===== src/cip_pkg.sv =====
package cip_pkg;

    localparam logic [7:0] SFR_PAGE_ONE = 8'h01;
    localparam logic [7:0] SFR_CTRL     = 8'hf8;
    localparam logic [7:0] SFR_STAT     = 8'hc0;
    localparam logic [7:0] SFR_TEST     = 8'hdb;
    localparam logic [7:0] SFR_PTR      = 8'haa;
    localparam logic [7:0] SFR_DLO      = 8'hd8;
    localparam logic [7:0] SFR_DHI      = 8'hd9;

    localparam logic [6:0] IDX_CTRL     = 7'h00;
    localparam logic [6:0] IDX_STAT     = 7'h01;
    localparam logic [6:0] IDX_TEST     = 7'h05;
    localparam logic [6:0] IDX_MVAL2    = 7'h59;

    localparam logic [7:0] IF1_FIRST    = 8'h08;
    localparam logic [7:0] IF1_LAST     = 8'h12;
    localparam logic [7:0] IF2_FIRST    = 8'h20;
    localparam logic [7:0] IF2_LAST     = 8'h2a;

    localparam int         IRQ_BIT      = 4;
    localparam logic [7:0] RST_PTR      = 8'h00;
    localparam logic [7:0] RST_DHI      = 8'h00;
    localparam logic [7:0] RST_DLO      = 8'h01;
    localparam logic [15:0] RST_MVAL    = 16'h0000;
    localparam logic [1:0] BE_NONE      = 2'b00;
    localparam logic [1:0] BE_LOW       = 2'b01;
    localparam logic [1:0] BE_WORD      = 2'b11;

    typedef struct packed {
        logic       rd;
        logic       wr;
        logic [7:0] page;
        logic [7:0] addr;
        logic [7:0] wdata;
    } cip_sfr_req_t;

    typedef struct packed {
        logic        rd;
        logic        wr;
        logic [1:0]  be;
        logic [6:0]  addr;
        logic [15:0] wdata;
    } cip_ctl_req_t;

    typedef struct packed {
        logic [7:0]   ptr;
        logic [7:0]   hi;
        logic [7:0]   lo;
        logic         pend;
        logic         sel_hi;
        logic         sel_ptr;
        logic [6:0]   idx;
        logic         irq;
        logic [15:0]  mval;
        logic [7:0]   rdata;
        logic         rvalid;
        cip_ctl_req_t ctl;
    } cip_state_t;

endpackage


===== src/cip_port.sv =====
`timescale 1ns/1ps
module cip_port (
    input  wire logic                  ref_clk,
    input  wire logic                  reset,
    input  wire cip_pkg::cip_sfr_req_t sfr_req,
    output logic [7:0]                 sfr_rdata,
    output logic                       sfr_rvalid,
    output cip_pkg::cip_ctl_req_t      ctl_req,
    input  wire logic [15:0]           ctl_rdata,
    input  wire logic                  ctl_irq,
    input  wire logic [15:0]           msg_valid_hi
);

    cip_pkg::cip_state_t st;
    cip_pkg::cip_state_t next_st;

    always_comb begin
        logic        on_page;
        logic        dir_hit;
        logic [6:0]  dir_idx;
        logic        in_range;
        logic [15:0] word;
        on_page  = (sfr_req.page == cip_pkg::SFR_PAGE_ONE);
        dir_hit  = on_page && (sfr_req.addr == cip_pkg::SFR_CTRL ||
                   sfr_req.addr == cip_pkg::SFR_STAT || sfr_req.addr == cip_pkg::SFR_TEST);
        dir_idx  = (sfr_req.addr == cip_pkg::SFR_CTRL) ? cip_pkg::IDX_CTRL :
                   (sfr_req.addr == cip_pkg::SFR_STAT) ? cip_pkg::IDX_STAT :
                   cip_pkg::IDX_TEST;
        in_range = (st.ptr >= cip_pkg::IF1_FIRST && st.ptr <= cip_pkg::IF1_LAST) ||
                   (st.ptr >= cip_pkg::IF2_FIRST && st.ptr <= cip_pkg::IF2_LAST);
        word     = (st.idx == cip_pkg::IDX_MVAL2) ? st.mval : ctl_rdata;
        if (st.idx == cip_pkg::IDX_CTRL) begin
            word[cip_pkg::IRQ_BIT] = st.irq;
        end
        next_st        = st;
        next_st.irq    = ctl_irq;
        next_st.mval   = msg_valid_hi;
        next_st.rvalid = 1'b0;
        next_st.pend   = 1'b0;
        next_st.ctl.rd = 1'b0;
        next_st.ctl.wr = 1'b0;
        next_st.ctl.be = cip_pkg::BE_NONE;
        if (st.pend) begin
            next_st.rvalid = 1'b1;
            next_st.rdata  = st.sel_ptr ? st.ptr : (st.sel_hi ? word[15:8] : word[7:0]);
        end
        if (sfr_req.wr && on_page && sfr_req.addr == cip_pkg::SFR_PTR) begin
            next_st.ptr = sfr_req.wdata;
        end else if (sfr_req.wr && on_page && sfr_req.addr == cip_pkg::SFR_DHI) begin
            next_st.hi = sfr_req.wdata;
        end else if (sfr_req.wr && on_page && sfr_req.addr == cip_pkg::SFR_DLO) begin
            next_st.lo        = sfr_req.wdata;
            next_st.ctl.wr    = (st.ptr[6:0] != cip_pkg::IDX_MVAL2);
            next_st.ctl.be    = cip_pkg::BE_WORD;
            next_st.ctl.addr  = st.ptr[6:0];
            next_st.ctl.wdata = {st.hi, sfr_req.wdata};
            if (in_range) begin
                next_st.ptr = st.ptr + 8'h01;
            end
        end else if (sfr_req.wr && dir_hit) begin
            next_st.ctl.wr    = 1'b1;
            next_st.ctl.be    = cip_pkg::BE_LOW;
            next_st.ctl.addr  = dir_idx;
            next_st.ctl.wdata = {8'h00, sfr_req.wdata};
        end else if (sfr_req.rd && on_page && (dir_hit || sfr_req.addr == cip_pkg::SFR_PTR ||
                     sfr_req.addr == cip_pkg::SFR_DLO || sfr_req.addr == cip_pkg::SFR_DHI)) begin
            next_st.pend     = 1'b1;
            next_st.sel_ptr  = (sfr_req.addr == cip_pkg::SFR_PTR);
            next_st.sel_hi   = (sfr_req.addr == cip_pkg::SFR_DHI);
            next_st.idx      = dir_hit ? dir_idx : st.ptr[6:0];
            next_st.ctl.rd   = (sfr_req.addr != cip_pkg::SFR_PTR);
            next_st.ctl.addr = next_st.idx;
        end
        if (next_st.ctl.wr && next_st.ctl.addr == cip_pkg::IDX_CTRL) begin
            next_st.ctl.wdata[cip_pkg::IRQ_BIT] = 1'b0;
        end
    end

    always_ff @(posedge ref_clk or posedge reset) begin
        if (reset) begin
            st      <= '0;
            st.ptr  <= cip_pkg::RST_PTR;
            st.hi   <= cip_pkg::RST_DHI;
            st.lo   <= cip_pkg::RST_DLO;
            st.mval <= cip_pkg::RST_MVAL;
        end else begin
            st <= next_st;
        end
    end

    assign sfr_rdata  = st.rdata;
    assign sfr_rvalid = st.rvalid;
    assign ctl_req    = st.ctl;
endmodule // cip_port


===== config.mk =====
export PLATFORM = sky130hd
export DESIGN_NAME = cip_port
export DESIGN_NICKNAME = d
export VERILOG_FILES = /design/src/cip_pkg.sv /design/src/cip_port.sv
export SDC_FILE = /design/constraint.sdc
export NUM_CORES = 1
export LEC_CHECK = 0
export ABC_CLOCK_PERIOD_IN_PS = 3610
export BUFFER_PORTS_ARGS = -buffer_cell sky130_fd_sc_hd__buf_4
export CAP_MARGIN = 5
export CORE_MARGIN = 5
export CORE_UTILIZATION = 50
export DETAILED_ROUTE_END_ITERATION = 8
export PLACE_DENSITY = 0.76
export REMOVE_ABC_BUFFERS = 1
export SETUP_SLACK_MARGIN = 0.1
export SLEW_MARGIN = 20
export SYNTH_ARGS = -nofsm -noshare
export SYNTH_HDL_FRONTEND = slang
export SYNTH_SLANG_ARGS = --single-unit

===== constraint.sdc =====
create_clock -name ref_clk -period 3.61 [get_ports ref_clk]
set_clock_uncertainty 0.1 [all_clocks]
set_input_delay 0.5415 -clock ref_clk [delete_from_list [all_inputs] [get_ports ref_clk]]
set_output_delay 0.5415 -clock ref_clk [all_outputs]
set_load 0.02 [all_outputs]

After elaboration in Yosys (flattened, before gate mapping)
Index checks and enable logic that the tools add are counted.
{"block": "op_classes", "n_addsub": 1, "magnitude_cmp": 4, "n_eq_ne": 13, "mux": 28, "bitwise": 4, "n_reduce_logical": 28}
{"cell": "$mux W27", "n": 2}
{"cell": "$mux W10", "n": 5}
{"cell": "$eq A8 B8 Y1 const B", "n": 6}
{"cell": "$mux W8", "n": 6}
{"cell": "$mux W16", "n": 2}
{"cell": "$mux W26", "n": 1}
{"cell": "$mux W7", "n": 3}
{"cell": "$logic_not A7 Y1", "n": 2}
{"cell": "$logic_and A1 B1 Y1", "n": 11}
{"cell": "$mux W3", "n": 3}
{"cell": "$reduce_and A3 Y1", "n": 3}
{"cell": "$add A8 B1 Y8 const B", "n": 1}
{"cell": "$eq A8 B1 Y1 const B", "n": 1}
{"cell": "$ge A8 B4 Y1 const B", "n": 1}
{"cell": "$ge A8 B6 Y1 const B", "n": 1}
{"cell": "$le A8 B5 Y1 const B", "n": 1}
{"cell": "$le A8 B6 Y1 const B", "n": 1}
{"cell": "$ne A8 B8 Y1 const B", "n": 1}
{"cell": "$eq A7 B7 Y1 const B", "n": 1}
{"cell": "$ne A7 B7 Y1 const B", "n": 1}
{"cell": "$logic_or A1 B1 Y1", "n": 6}
{"cell": "$mux W1", "n": 6}
{"cell": "$reduce_bool A2 Y1", "n": 3}
{"cell": "$reduce_and A5 Y1", "n": 1}
{"cell": "5 further kinds", "n": 9}
{"block": "totals", "register_bits": 79, "inputBits": 61, "out_inout_bits": 36, "wordCells": 94}

Logic depth before layout (Yosys ltp)
{"block": "depth", "word_depth": 17, "depth_mapped": 9, "depth_no_buf": 8}

Worst setup path before layout
No wires, ideal clock.
{"block": "synth_path", "path_type": "input -> register", "start": "input sfr_req[15] (netlist bit)", "end": "register st[82] (netlist bit)", "setup_time_ps": 77, "t_arrival_ps": 2340, "t_required_ps": 3433, "setup_slack_ps": 1093, "stages": 8, "path_buffers": 1, "cell_sequence": "buf_4 > nand4bb_4 > or4_4 > or2_4 > a2111oi_4 > nand4_1 > xor2_1 > a21oi_1"}
{"block": "synth_between", "elab_chain_len": 4, "elab_cells_between_ends": 11, "classes_between": "4 x eq/ne; 1 x mux; 6 x reduce/logical"}
{"item": "start: declaration", "line": "cip_port.sv:5", "source": "input wire cip_pkg::cip_sfr_req_t sfr_req,"}
{"item": "$eq A8 B8 Y1, on equally long branches", "line": "cip_port.sv:47, cip_port.sv:49, cip_port.sv:51"}
{"item": "$logic_and A1 B1 Y1, on equally long branches", "line": "cip_port.sv:47, cip_port.sv:49, cip_port.sv:51"}
{"item": "$ne A2 B2 Y1 (no line) / $reduce_bool A2 Y1 (equally long branches)"}
{"item": "$reduce_and A3 Y1 (no line)"}
{"item": "end signal: assignment", "line": "cip_port.sv:87", "source": "st <= next_st;"}
{"item": "end: declaration", "line": "cip_port.sv:14", "source": "cip_pkg::cip_state_t st;"}
Parallel ways exist; a longest one is shown, timed or not.
A chain may end at the register's enable or synchronous reset.

Worst setup path in the final report
{"block": "layout_path", "start": "input sfr_req[17] (netlist bit)", "end": "register st[82] (netlist bit)"}
{"block": "layout_between", "elab_chain_len": 5, "elab_cells_between_ends": 10, "classes_between": "2 x eq/ne; 1 x mux; 7 x reduce/logical"}
{"item": "$eq A8 B1 Y1 *", "line": "cip_port.sv:23", "source": "on_page = (sfr_req.page == cip_pkg::SFR_PAGE_ONE);"}
{"item": "$logic_and A1 B1 Y1 *", "line": "cip_port.sv:47, cip_port.sv:49, cip_port.sv:51"}
{"item": "$logic_and A1 B1 Y1, on equally long branches", "line": "cip_port.sv:47, cip_port.sv:49, cip_port.sv:51"}
{"item": "$ne A2 B2 Y1 (no line) / $reduce_bool A2 Y1 (equally long branches)"}
{"item": "$reduce_and A3 Y1 (no line)"}
Every way passes the cells marked *; elsewhere a longest branch is shown, timed or not.

==> results.tsv <==
stage	metric	value	unit
cts	CTS Buf Count	9	
sta	Final Setup Violations	0	
yosys	number of synthesized flops with an enable pin	0	
sta	endpoints failing hold	0	
sta	Slew HR	44.6	%
cts	Worst-Skew Late Latency	0.35	ns
die	die span in x	99.3	um
yosys	main flop type after synthesis	dfrtp_1	
yosys	Mapped Area	0.00398	mm^2
cts	htree depth	3	
critical_path	CP required	3.78	ns
yosys	library cells used by synthesis	66	
routing	routed len/inst	17.1	um
power	Gate power share	5.9	%
sta	RSZ-0062 raised after global routing	false	
power	internal cell power	1380	uW
grt	vias in the first global route	3094	
grt	GRT overflow	0	
sta	Final min period	2.59	ns
power	Flop pwr share	51.9	%
yosys	syn avg cell area	10.7	um^2
power	clock share of power	42.2	%
grt	gr busiest metal	met2	
cts	clk sink count	79	
routing	routed via count	3023	
grt	met3 Use GR	4.42	%
grt	GRT Total Usage	19.3	%
cts	CTS tree	built	
yosys	Post-Syn Instances	371	
critical_path	Worst Path Arrival	2.76	ns
cells_and_area	Syn-to-layout area delta	19.2	%
critical_path	Worst setup EP type	register	
placed_design	Routability Congestion	0.906	
power	leak pwr	0.00223	uW
yosys	register area share after synthesis	49.6	%
cells_and_area	fraction of final layout cells sized beyond drive strength 1	34.6	%
die	core area	0.00773	mm^2
routing	vias per cell	5.62	
power	switch share	20.4	%
grt	M2 GR Usage	31.0	%
cells_and_area	Final Net Count	495	
routing	drt pass-1 iters	5	
power	Power Density	364	mW/mm^2
sta	actual slew at the worst max-slew pin	0.830	ns
routing	Post-DRT Antenna Nets	0	
sta	Total Neg Setup Slack	0	ns
placed_design	buffers added on ports	96	
critical_path	Critical Path Start Type	input pin	
cts	post-CTS setup buffer count	0	
sta	period utilisation layout	71.7	%
sta	hold slack final	0.195	ns
die	die area	0.00985	mm^2
die	Die H	99.3	um
die	IO Count	97	
grt	met1 Use GR	24.6	%
routing	total wire length	9.19	mm
power	P_sw	352	uW
routing	1st-iter DRT viols	200	
run	max_cap viols	0	
run_status	run status	completed	
grt	first-pass GRT wire length	15.1	mm
cts	Max Root-Sink Buffers	2	
yosys	Syn. warnings	0	
grt	largest net degree at the start of global routing	51	
power	Peak VDD IR	0.285	mV
cts	post-CTS resize count	0	
cts	Clock transition at path regs	0.08	ns
cells_and_area	# diodes	0	
critical_path	Setup Crit Path Kind	in -> reg	
sta	FMAX	386	MHz
yosys	FFs w/ async S/R, synth	100	%
cts	clock root buffer	clkbuf_8	
yosys	post-synthesis register bit count	79	
hold_path	Hold Path Class	in -> reg	
cts	CTS Hold Buffers Added	0	
routing	DRC violations left	0	
die	Starting Density	51.6	%
sta	Final Max Slew Viols	0	
grt	initial antenna violation count	0	
placed_design	Detailed Place HPWL	6.77	mm
critical_path	Max Fanout on Critical Path	7	
die	Cell Rows	32	
==> cells in the mapped netlist (all sizes together) (3+ instances only) <==
library cell   n  area [um^2]
and3           3         18.8
dfrtp         79         1980
a22o          12          105
mux2i          5         50.1
and2           5         31.3
mux4           7          169
nand3         11         55.1
a31oi         12         75.1
ha             3         37.5
clkbuf         7         26.3
a21o           3         23.8
nor2          22         82.6
inv            7         26.3
nand2         59          221
o21ai         11         58.8
mux2          12          135
nor3           4         20.0
buf           45          327
nor4           6         50.0
o22ai          3         18.8
a21oi         11         55.1
or3            3         20.0
a211oi         4         35.0
==> power groups by stage <==
stage          Sequential (uW)  Combinational (uW)  Clock [uW]
3_3_place_gp               914                 101           0
2_1_floorplan              915                31.3           0
3_5_place_dp               915                 104           0
4_1_cts                    898                 104         743
6_report                   898                 102         730
5_1_grt                    898                 114         787
==> layer usage <==
| metal | part of all wire, % | vias to the layer above | wire (um) |
|---|---|---|---|
| met1 | 42 | 1460 | 3830 |
| met2 | 49 | 135 | 4520 |
| li1 | - | 1406 | - |
| met5 | 0 | - | 0 |
| met4 | 2.4 | 0 | 221 |
| met3 | 6.7 | 22 | 619 |
==> kinds of logic (layout without fill, tap and decap cells) <==
logic type | Yosys count | after routing | synth area share [%]
simple gates | 130 | 130 | 16.9
flops | 79 | 79 | 49.6
compound gates | 72 | 72 | 13.4
buf+inv | 60 | 125 | 9.61
mux | 24 | 24 | 8.89
fa+ha+maj | 3 | 3 | 0.942
xor+xnor | 3 | 3 | 0.660
==> cell usage in the layout, fill, tap and decap left out, types with 5 or more instances in the layout <==
cell type,n
nor2_1,22
o21ai_0,8
a31oi_1,12
inv_1,6
mux2i_1,5
a21oi_1,11
mux2_2,12
clkbuf_8,11
buf_4,101
a22o_1,12
nand3_1,11
dfrtp_1,79
nand2_1,59
==> per-stage QoR <==
stage	cell area (um^2)	setup WS (ns)	std cells	utilization, %	power (uW)
CTS	4750	1.02	538	61.4	1740
finish	4750	1.02	538	61.4	1730
detailed placement	4520	0.658	522	58.5	1020
floorplan	3630	0.915	319	-	946
global route	4750	0.766	538	61.4	1800
global placement	4520	0.767	522	58.5	1010
==> final timing paths <==
| kind | from | slack [ns] | to | cells after the start |
|---|---|---|---|---|
| setup / recovery | sfr_req[17] | 1.02 | st[82] | 8 |
| setup reg to reg | st[79] | 1.53 | st[82] | 6 |
| hold / removal | msg_valid_hi[4] | 0.19 | st[40] | 1 |
| hold reg to reg | ctl_req[2] | 0.38 | ctl_req[2] | 2 |
| min in group asynchronous | reset | 0.23 | st[49] | 2 |
| max in group asynchronous | reset | 2.46 | st[81] | 3 |
==> worst max-delay path, cell delays in order <==
cell       delay (ns)
buf_4            0.11
nor4b_2          0.44
nand3_1          0.35
or2_4            0.38
a2111oi_4        0.44
nand4_1          0.17
xor2_1           0.18
a21oi_1          0.15
==> registers in the layout, indices dropped and copies added (netlist names) <==
signal	flops
ctl_req	27
sfr_rdata	8
st	43
sfr_rvalid	1
==> layout make-up <==
cell class | instances | area (um^2)
clock buffer | 13 | 159
clock inverter | 3 | 65.1
fill | 619 | 2980
inverter | 8 | 31.3
multi-input combinational | 232 | 1630
sequential | 79 | 1980
tap | 102 | 128
timing repair buffer | 101 | 758
Note: power is estimated with default switching activity, not from simulation.
